**config.mk**
```make
export PLATFORM = sky130hd
export DESIGN_NAME = acsp_top
export DESIGN_NICKNAME = d
export VERILOG_FILES = /design/src/rtl/acsp_pkg.sv /design/src/rtl/acsp_top.sv
export SDC_FILE = /design/constraint.sdc
export NUM_CORES = 1
export LEC_CHECK = 0
export BUFFER_PORTS_ARGS = -buffer_cell sky130_fd_sc_hd__buf_4
export CORE_ASPECT_RATIO = 1.75
export CORE_MARGIN = 2
export CORE_UTILIZATION = 45
export DETAILED_ROUTE_END_ITERATION = 10
export GPL_TIMING_DRIVEN = 1
export RECOVER_POWER = 25
export SLEW_MARGIN = 20
export SYNTH_ARGS = -nofsm -noshare
export SYNTH_HDL_FRONTEND = slang
export SYNTH_SLANG_ARGS = --single-unit
```
**constraint.sdc**
```tcl
create_clock -name clock -period 12.9 [get_ports clock]
set_clock_uncertainty 0.2 [all_clocks]
set_input_delay 2.58 -clock clock [delete_from_list [all_inputs] [get_ports clock]]
set_output_delay 2.58 -clock clock [all_outputs]
set_load 0.05 [all_outputs]
```
**src/rtl/acsp_pkg.sv**
```systemverilog
// acsp_pkg: constants and types for the adc serial configuration port
package acsp_pkg;
    // register map
    localparam logic [9:0] ADDR_MODE    = 10'h000;
    localparam logic [9:0] ADDR_RAND    = 10'h007;
    localparam logic [9:0] ADDR_CALDLY  = 10'h01E;
    localparam logic [9:0] ADDR_CALSTAT = 10'h0C0;
    localparam logic [9:0] ADDR_LAST    = 10'h15D;
    localparam logic [7:0] MODE_RST     = 8'h24;
    localparam logic [7:0] RAND_RST     = 8'h62;
    localparam logic [7:0] CALDLY_RST   = 8'h80;
    // mode register fields, each control mirrored across the byte
    localparam int MB_SHDN_HI = 7;
    localparam int MB_LSB_HI  = 6;
    localparam int MB_SRST_HI = 5;
    localparam int MB_STBY_HI = 4;
    localparam int MB_STBY_LO = 3;
    localparam int MB_SRST_LO = 2;
    localparam int MB_LSB_LO  = 1;
    localparam int MB_SHDN_LO = 0;
    localparam int CALSTAT_BIT = 7;
    // serial framing
    localparam logic [3:0] HDR_LAST_BIT  = 4'hF;
    localparam logic [3:0] BYTE_LAST_BIT = 4'h7;
    localparam logic [1:0] LEN_STREAM    = 2'h3;
    // timing in sample-clock cycles: 2^20, 2^27, 2^30
    localparam logic [30:0] POR_INIT_CYC = 31'h0010_0000;
    localparam logic [30:0] CAL_CYC      = 31'h0800_0000;
    localparam logic [30:0] BG_CYC       = 31'h4000_0000;

    typedef struct packed {
        logic       rw;
        logic [1:0] len;
        logic [2:0] chip;
        logic [9:0] start_reg;
    } acsp_hdr_s;

    typedef struct packed {
        logic cs_n;
        logic sclk;
        logic sdi;
    } acsp_spi_s;

    typedef struct packed {
        acsp_spi_s spi;
        logic      rst_n;
        logic      strap_hi;
        logic      strap_lo;
        logic      follower;
        logic      sync_in;
    } acsp_in_s;

    localparam acsp_in_s IN_RST = '{spi: '{cs_n: 1'b1, sclk: 1'b0, sdi: 1'b0}, rst_n: 1'b1,
                                    strap_hi: 1'b0, strap_lo: 1'b0, follower: 1'b0, sync_in: 1'b0};

    typedef enum logic [1:0] {SP_IDLE, SP_HDR, SP_DATA, SP_SKIP} acsp_sp_e;
    typedef enum logic [1:0] {CAL_HOLD, CAL_RUN, CAL_DONE} acsp_cal_e;
endpackage

```
**src/rtl/acsp_top.sv**
```systemverilog
// acsp_top: serial configuration port, reset and calibration control of the adc
//
// Overview of operation
// power-up calibration, then periodic background calibration
// calibration done shown on pin and register
// host recalibrates by reset after changes
// no output, clocks stopped during reset
// reset pin release loads defaults, recalibrates
// soft reset holds calibration; release recalibrates
// shutdown kills reference/clock; standby keeps them
// host soft-resets when leaving power saving
// role pin low makes strobe an output
// host discards data until calibration done
// transaction starts after select falls; idle released
// host holds select low for whole transaction
// host keeps serial clock below maximum
// sixteen-bit header; read turns pin around
// length code selects 1-3 bytes or streaming
// chip address matches zero and straps
// ten-bit start address, eight-bit data bytes
// msb first, lsb first when bit set
// write sampled on rise, read driven on fall
// address increments per byte, never wraps
// registers load defaults after power-on delay
// last registers read-only; host avoids unlisted
// mode controls mirrored, soft reset active low
// ignore and stay undriven on address mismatch
// release data pin when select rises
`timescale 1ns/1ps
`default_nettype none
module acsp_top
    import acsp_pkg::*;
#(
    parameter logic [30:0] POR_INIT_CYCLES = acsp_pkg::POR_INIT_CYC,
    parameter logic [30:0] CAL_CYCLES      = acsp_pkg::CAL_CYC,
    parameter logic [30:0] BG_CYCLES       = acsp_pkg::BG_CYC
) (
    // clock and power-on reset
    input  wire logic               clock,
    input  wire logic               rst,
    // serial port pins
    input  wire acsp_pkg::acsp_spi_s spi_in,
    output logic                    sdio_out,
    output logic                    sdio_oe,
    // reset pin and chip address straps
    input  wire logic               hw_reset_n,
    input  wire logic               chip_addr_strap_high,
    input  wire logic               chip_addr_strap_low,
    // alignment strobe
    input  wire logic               role_follower,
    input  wire logic               sync_in,
    output logic                    sync_out,
    output logic                    sync_oe,
    // converter control and status
    output logic                    cal_done,
    output logic                    bg_cal,
    output logic                    conv_en,
    output logic                    clk_run,
    output logic                    ref_on
);
    import acsp_pkg::*;

    acsp_in_s  raw;
    acsp_in_s  meta_r;
    acsp_in_s  sy_r;
    logic      sclk_d_r;
    logic      rstn_d_r;
    logic      sync_d_r;

    assign raw = '{spi: spi_in, rst_n: hw_reset_n, strap_hi: chip_addr_strap_high,
                   strap_lo: chip_addr_strap_low, follower: role_follower, sync_in: sync_in};

    // every pin passes two flops; edges compare the second stage with a third, delayed copy
    always_ff @(posedge clock or posedge rst) begin
        if (rst) begin
            meta_r   <= IN_RST;
            sy_r     <= IN_RST;
            sclk_d_r <= 1'b0;
            rstn_d_r <= 1'b1;
            sync_d_r <= 1'b0;
        end else begin
            meta_r   <= raw;
            sy_r     <= meta_r;
            sclk_d_r <= sy_r.spi.sclk;
            rstn_d_r <= sy_r.rst_n;
            sync_d_r <= sy_r.sync_in;
        end
    end

    logic sclk_rise;
    logic sclk_fall;
    logic cs_s;
    assign sclk_rise = sy_r.spi.sclk & ~sclk_d_r;
    assign sclk_fall = ~sy_r.spi.sclk & sclk_d_r;
    assign cs_s      = sy_r.spi.cs_n;

    // ---------------- register file and serial engine ----------------
    acsp_sp_e   sp_st_r, sp_nxt;
    logic [15:0] sh_r, sh_nxt;
    logic [3:0]  bit_r, bit_nxt;
    logic [9:0]  addr_r, addr_nxt;
    logic [1:0]  len_r, len_nxt;
    logic [1:0]  nbyte_r, nbyte_nxt;
    logic        rd_r, rd_nxt;
    logic        sdo_r, sdo_nxt;
    logic        oe_r, oe_nxt;
    logic [7:0]  mode_r, mode_nxt;
    logic [7:0]  rand_r, rand_nxt;
    logic [7:0]  caldly_r, caldly_nxt;
    logic        init_done_r;
    logic        cal_done_r;
    logic        byte_done;
    logic        lsb_first;
    acsp_hdr_s   hdr;
    logic [15:0] hsh;
    logic [7:0]  wbyte;

    // mirrored controls: either copy asserts the function
    assign lsb_first = mode_r[MB_LSB_HI] | mode_r[MB_LSB_LO];

    // unmapped addresses read zero; status register ignores writes
    function automatic logic [7:0] rd_reg(input logic [9:0] a, input logic [7:0] m,
                                          input logic [7:0] r, input logic [7:0] d,
                                          input logic c);
        logic [7:0] v;
        v = 8'h00;
        case (a)
            ADDR_MODE:    v = m;
            ADDR_RAND:    v = r;
            ADDR_CALDLY:  v = d;
            // status bit mirrors the pin
            ADDR_CALSTAT: v[CALSTAT_BIT] = c;
            default:      v = 8'h00;
        endcase
        return v;
    endfunction

    always_comb begin
        sp_nxt     = sp_st_r;
        sh_nxt     = sh_r;
        bit_nxt    = bit_r;
        addr_nxt   = addr_r;
        len_nxt    = len_r;
        nbyte_nxt  = nbyte_r;
        rd_nxt     = rd_r;
        sdo_nxt    = sdo_r;
        oe_nxt     = oe_r;
        mode_nxt   = mode_r;
        rand_nxt   = rand_r;
        caldly_nxt = caldly_r;
        byte_done  = 1'b0;
        // header and data shift direction follow the bit-order control
        hsh   = lsb_first ? {sy_r.spi.sdi, sh_r[15:1]} : {sh_r[14:0], sy_r.spi.sdi};
        hdr   = acsp_hdr_s'(hsh);
        wbyte = lsb_first ? {sy_r.spi.sdi, sh_r[7:1]} : {sh_r[6:0], sy_r.spi.sdi};
        // select high: port idle and pin released
        if (cs_s || !init_done_r) begin
            sp_nxt = SP_IDLE;
            oe_nxt = 1'b0;
        end else begin
            case (sp_st_r)
                // frame begins with the first rise after select falls
                SP_IDLE: begin
                    sp_nxt  = SP_HDR;
                    bit_nxt = 4'h0;
                end
                SP_HDR: if (sclk_rise) begin
                    sh_nxt  = hsh;
                    bit_nxt = bit_r + 4'h1;
                    // sixteen header bits complete
                    if (bit_r == HDR_LAST_BIT) begin
                        bit_nxt = 4'h0;
                        // foreign chip address: ignore, stay undriven
                        if (hdr.chip != {1'b0, sy_r.strap_hi, sy_r.strap_lo}) begin
                            sp_nxt = SP_SKIP;
                            oe_nxt = 1'b0;
                        end else begin
                            // start address from header
                            sp_nxt    = SP_DATA;
                            addr_nxt  = hdr.start_reg;
                            len_nxt   = hdr.len;
                            nbyte_nxt = 2'h0;
                            rd_nxt    = hdr.rw;
                            // read turns the pin around after the header
                            oe_nxt    = hdr.rw;
                            sh_nxt    = {8'h00, rd_reg(hdr.start_reg, mode_r, rand_r, caldly_r, cal_done_r)};
                        end
                    end
                end
                SP_DATA: begin
                    // read data changes on the falling edge
                    if (sclk_fall && rd_r) begin
                        sdo_nxt = lsb_first ? sh_r[0] : sh_r[7];
                        sh_nxt  = lsb_first ? {9'h000, sh_r[7:1]} : {8'h00, sh_r[6:0], 1'b0};
                    end
                    // write data sampled on the rising edge
                    if (sclk_rise) begin
                        if (!rd_r) begin
                            sh_nxt = {8'h00, wbyte};
                        end
                        bit_nxt = bit_r + 4'h1;
                        if (bit_r == BYTE_LAST_BIT) begin
                            byte_done = 1'b1;
                            bit_nxt   = 4'h0;
                            nbyte_nxt = nbyte_r + 2'h1;
                            if (!rd_r) begin
                                case (addr_r)
                                    ADDR_MODE:   mode_nxt   = wbyte;
                                    ADDR_RAND:   rand_nxt   = wbyte;
                                    ADDR_CALDLY: caldly_nxt = wbyte;
                                    default:     mode_nxt   = mode_r;
                                endcase
                            end
                            // step per byte, hold at the last address
                            if (addr_r != ADDR_LAST) begin
                                addr_nxt = addr_r + 10'h001;
                            end
                            if (rd_r) begin
                                sh_nxt = {8'h00, rd_reg(addr_nxt, mode_r, rand_r, caldly_r, cal_done_r)};
                            end
                            // fixed length ends after len+1 bytes; code 3 streams
                            if (len_r != LEN_STREAM && nbyte_r == len_r) begin
                                sp_nxt = SP_SKIP;
                                oe_nxt = 1'b0;
                            end
                        end
                    end
                end
                SP_SKIP: oe_nxt = 1'b0;
                default: sp_nxt = SP_IDLE;
            endcase
        end
        // defaults held until power-on delay ends and while reset pin low
        if (!sy_r.rst_n || !init_done_r) begin
            mode_nxt   = MODE_RST;
            rand_nxt   = RAND_RST;
            caldly_nxt = CALDLY_RST;
        end
    end

    always_ff @(posedge clock or posedge rst) begin
        if (rst) begin
            sp_st_r  <= SP_IDLE;
            sh_r     <= 16'h0000;
            bit_r    <= 4'h0;
            addr_r   <= 10'h000;
            len_r    <= 2'h0;
            nbyte_r  <= 2'h0;
            rd_r     <= 1'b0;
            sdo_r    <= 1'b0;
            oe_r     <= 1'b0;
            mode_r   <= MODE_RST;
            rand_r   <= RAND_RST;
            caldly_r <= CALDLY_RST;
        end else begin
            sp_st_r  <= sp_nxt;
            sh_r     <= sh_nxt;
            bit_r    <= bit_nxt;
            addr_r   <= addr_nxt;
            len_r    <= len_nxt;
            nbyte_r  <= nbyte_nxt;
            rd_r     <= rd_nxt;
            sdo_r    <= sdo_nxt;
            oe_r     <= oe_nxt;
            mode_r   <= mode_nxt;
            rand_r   <= rand_nxt;
            caldly_r <= caldly_nxt;
        end
    end

    // ---------------- reset, calibration and power control ----------------
    acsp_cal_e   cal_st_r, cal_nxt;
    logic [30:0] cnt_r, cnt_nxt;
    logic        init_nxt;
    logic        soft_prev_r;
    logic        bg_r, bg_nxt;
    logic        syo_r, syo_nxt;
    logic        conv_r, conv_nxt;
    logic        clk_r, clk_nxt;
    logic        ref_r, ref_nxt;
    logic        soft_act;
    logic        shdn;
    logic        stby;
    logic        hold_c;
    logic        start_c;
    logic        cal_fin;

    // soft reset is active low in either mirrored position
    assign soft_act = ~(mode_r[MB_SRST_HI] & mode_r[MB_SRST_LO]);
    assign shdn     = mode_r[MB_SHDN_HI] | mode_r[MB_SHDN_LO];
    assign stby     = mode_r[MB_STBY_HI] | mode_r[MB_STBY_LO];
    assign hold_c   = ~sy_r.rst_n | soft_act;
    // restart on reset-pin rise, soft release or leader strobe
    assign start_c  = (sy_r.rst_n & ~rstn_d_r) | (soft_prev_r & ~soft_act) |
                      (sy_r.follower & sy_r.sync_in & ~sync_d_r);
    assign cal_fin  = (cal_st_r == CAL_RUN) && (cnt_r == CAL_CYCLES - 31'h1);

    always_comb begin
        cal_nxt  = cal_st_r;
        cnt_nxt  = cnt_r + 31'h1;
        init_nxt = init_done_r;
        bg_nxt   = 1'b0;
        syo_nxt  = 1'b0;
        // power-on delay expiry releases the held defaults and starts the first calibration
        if (!init_done_r) begin
            if (cnt_r == POR_INIT_CYCLES - 31'h1) begin
                init_nxt = 1'b1;
                cal_nxt  = CAL_RUN;
                cnt_nxt  = 31'h0;
                syo_nxt  = 1'b1;
            end
        // calibration held at defaults during any reset
        end else if (hold_c) begin
            cal_nxt = CAL_HOLD;
            cnt_nxt = 31'h0;
        end else if (start_c) begin
            cal_nxt = CAL_RUN;
            cnt_nxt = 31'h0;
            syo_nxt = 1'b1;
        end else begin
            case (cal_st_r)
                // full calibration length
                CAL_RUN: if (cal_fin) begin
                    cal_nxt = CAL_DONE;
                    cnt_nxt = 31'h0;
                end
                // background refresh, invisible to the status
                CAL_DONE: if (cnt_r == BG_CYCLES - 31'h1) begin
                    bg_nxt  = 1'b1;
                    cnt_nxt = 31'h0;
                end
                CAL_HOLD: cnt_nxt = 31'h0;
                default:  cal_nxt = CAL_HOLD;
            endcase
        end
        // no conversion output and clocks stopped while in reset
        conv_nxt = init_nxt & ~hold_c & ~shdn & ~stby;
        // shutdown drops reference and clock; standby keeps both
        clk_nxt  = ~hold_c & ~shdn;
        ref_nxt  = ~shdn;
    end

    always_ff @(posedge clock or posedge rst) begin
        if (rst) begin
            cal_st_r    <= CAL_HOLD;
            cnt_r       <= 31'h0;
            init_done_r <= 1'b0;
            soft_prev_r <= 1'b0;
            cal_done_r  <= 1'b0;
            bg_r        <= 1'b0;
            syo_r       <= 1'b0;
            sync_oe     <= 1'b0;
            conv_r      <= 1'b0;
            clk_r       <= 1'b0;
            ref_r       <= 1'b0;
        end else begin
            cal_st_r    <= cal_nxt;
            cnt_r       <= cnt_nxt;
            init_done_r <= init_nxt;
            soft_prev_r <= soft_act;
            // pin and status bit both follow completion
            cal_done_r  <= (cal_nxt == CAL_DONE);
            bg_r        <= bg_nxt;
            // leader drives the strobe, follower listens
            syo_r       <= syo_nxt & ~sy_r.follower;
            sync_oe     <= ~sy_r.follower;
            conv_r      <= conv_nxt;
            clk_r       <= clk_nxt;
            ref_r       <= ref_nxt;
        end
    end

    assign sdio_out = sdo_r;
    assign sdio_oe  = oe_r;
    assign sync_out = syo_r;
    assign cal_done = cal_done_r;
    assign bg_cal   = bg_r;
    assign conv_en  = conv_r;
    assign clk_run  = clk_r;
    assign ref_on   = ref_r;
endmodule // acsp_top
`default_nettype wire

```
==> results.toml <==
[floorplan]
dieWidth_um = 101
rows = 61
start_util_pct = 46.0
core_um2 = 16000
io_pins = 19
die_area_um2 = 17400
die_h_um = 173

[yosys]
yosys.cell_count.top_type = "dfrtp_1"
synth-edff-count = 0
syn_inst = 771
synth_top_family_by_area = "simple AND/OR/NAND/NOR gates"
synth.top_cells.by_count = "dfrtp_1, nand2_1, nor2_1, o21ai_0, mux2i_1"
synthArstFlopShare_pct = 100
ys_types = 83
post_synth_fa_ha_maj_area_fraction_pct = 2.05
synth-compound-area-share_pct = 16.8
yosysWarnings = 0
yosys.area_share.simple_pct = 24.8
syn_avg_cell_area_um2 = 9.51
yosysTopAreaCell = "dfrtp_1"
synthDominantCellAreaShare_pct = 38.6
synthMuxAreaShare_pct = 5.56
ys_seq_area_share_pct = 42.5
ys_dominant_reg_cell = "dfrtp_1"
synth_xor_xnor_area_share_pct = 4.06
synth_area_um2 = 7330
synthTopCellsByArea = "dfrtp_1, mux2i_1, nand2_1"
synth_fp_nets = 793
ys_seq_elements = 124

[cts]
cts_tree = "built"
postCtsHoldBufs = 0
clockBufferDepth = 2
clkSinkCount = 124
ctsResizeCount = 0
clk_pin_slew_ns = 0.06
insertion_delay_ns = 0.42
htreeDepth = 4
root_buffer = "clkbuf_16"
cts_setup_buffers = 0
cts_buffers = 17

[timing]
setup_tns_ns = 0
whs_ns = 0.142
worstMarginPinSlew_ns = 1.96
finalCriticalPeriod_ns = 4.33
hold_viol_final = 0
drv_slew = 54
setup_viol = 0
grt_setup_unrepaired = "no"
fmax_ghz = 0.231
relSlewSlack_pct = -31.2
period_share_pct = 33.5

[route]
drcViolationCount = 0
vias = 5968
drtAntennaViolNets = 0
routed_wl_um = 19700
avgViaCountPerCell = 6.13
wl_per_cell_um = 20.2
first_iter_violations = 376
drt_first_pass_iters = 5

[placed_design]
place_hpwl_um = 14400
gp_congestion = 1.01
placed_area_um2 = 7530
placed_cells = 943
port-buffer-count = 18

[power]
vdd_drop_max_v = 0.0000832
power_frac_clock_pct = 53.8
switchingPower_uw = 193
seq_power_share_pct = 44.0
combPwrFrac_pct = 2.2
p_sw_share_pct = 21.4
cellPowerDensity_nw_per_um2 = 111
power.leakage_uw = 0.00334
p_int_uw = 706
total_power_uw = 899

[status]
violations = "capacitance limit, slew limit"
status = "finished, violations left"

[finish]
final_cells = 974
diodes = 0
areaGrowthSynthToFinish_pct = 10.5
fill_cells = 1487
drive_above_1_share_pct = 15.9
final_area_um2 = 8100
nNetsFinal = 795

[global_routing]
grt_overflow_total = 0
antenna_found_initial = 0
grt_max_degree = 83
grt_usage_pct = 24.0
grt_pass1_wl_um = 32400
grt_pass1_vias = 6006

[critical_path]
arrival_ns = 4.59
rr_worst_depth = 10
start_kind = "input port"
endpoint_kind = "asynchronous set/reset pin"
cp.required_ns = 13.16
critical_path_class = "input port to asynchronous set/reset pin"
crit_fanout = 82

[flow_run]
max_cap_viol_count = 2

[hold_path]
whs_path_depth = 0
min_path_type = "flop to flop"
## per-layer routing
metal	wire [um]	vias up	global-route usage [%]
met5	0	-	0
met1	7340	2939	26.9
met2	10700	179	43.0
met4	935	0	11.8
li1	-	2792	-
met3	717	58	4.08
## cell usage in the layout, fill, tap and decap left out, drive strengths merged, types with 7 or more instances in the layout
cell type / count
dfrtp: 113
nor2: 98
nand2: 83
o21ai: 38
mux2i: 37
nand3: 36
clkbuf: 31
inv: 26
a21oi: 23
xnor2: 18
nor3: 18
xor2: 16
a31oi: 15
and3: 13
nor4: 13
ha: 12
buf: 12
nor2b: 11
nand4: 11
dfstp: 11
a211oi: 11
nand2b: 8
nor3b: 7
## logic make-up (layout without fill, tap and decap cells)
family | Yosys count | after routing
xor gates and xnor gates | 34 | 34
muxes | 40 | 40
adders and majority gates | 12 | 12
and+or+nand+nor | 332 | 332
AOI/OAI and AO/OA | 164 | 164
DFF | 124 | 124
buffers and inverters | 65 | 79
## layout make-up
class                   instances  area [um2]  area share, %
clock buffers                  21         450           5.56
clock inverters                10         141           1.75
inverters                      26        98.8           1.22
multi-input cells             582        3890           48.0
flip-flops and latches        124        3120           38.5
well taps                     189         236           2.92
repair buffers                 22         165           2.04
## through the flow
stage	utilization [%]	setup slack, ns
finish	50.8	8.57
global route	50.8	8.20
CTS	50.9	8.95
detailed placement	47.2	8.50
global placement	47.2	8.56
floorplan	-	6.84
## registers in the layout, indices dropped and copies added (netlist names), 2 cells and up
name	flops
cnt_r	31
sh_r	16
addr_r	10
caldly_r	8
meta_r	8
mode_r	8
rand_r	8
sy_r	7
bit_r	4
cal_st_r	2
len_r	2
nbyte_r	2
sp_st_r	2
## power by group through the flow
stage	logic [uW]	registers, uW	clock network (uW)
after floorplan	11.9	403	0
after global placement	19.9	402	0
after detailed placement	20.4	402	0
after CTS	20.4	395	494
after global routing	22.6	396	510
final	19.8	396	484
## path summary, 6_finish.rpt
kind	from	end	slack, ns
setup reg to reg	sp_st_r[0]$_DFFE_PP0P_	mode_r[0]$_DFFE_PP0P_	8.72
min in group asynchronous	rst	meta_r[6]$_DFF_PP0_	2.46
hold / removal	meta_r[1]$_DFF_PP0_	sy_r[1]$_DFF_PP0_	0.14
hold reg to reg	meta_r[1]$_DFF_PP0_	sy_r[1]$_DFF_PP0_	0.14
max in group clock	sp_st_r[0]$_DFFE_PP0P_	mode_r[0]$_DFFE_PP0P_	8.72
setup / recovery	rst	mode_r[1]$_DFFE_PP0P_	8.57
## worst max-delay path, cell delays in order
cell,delay (ns)
clkbuf_4,0.11
clkinvlp_2,1.10
buf_6,0.66
No activity file was read; power rests on OpenSTA's default activity.
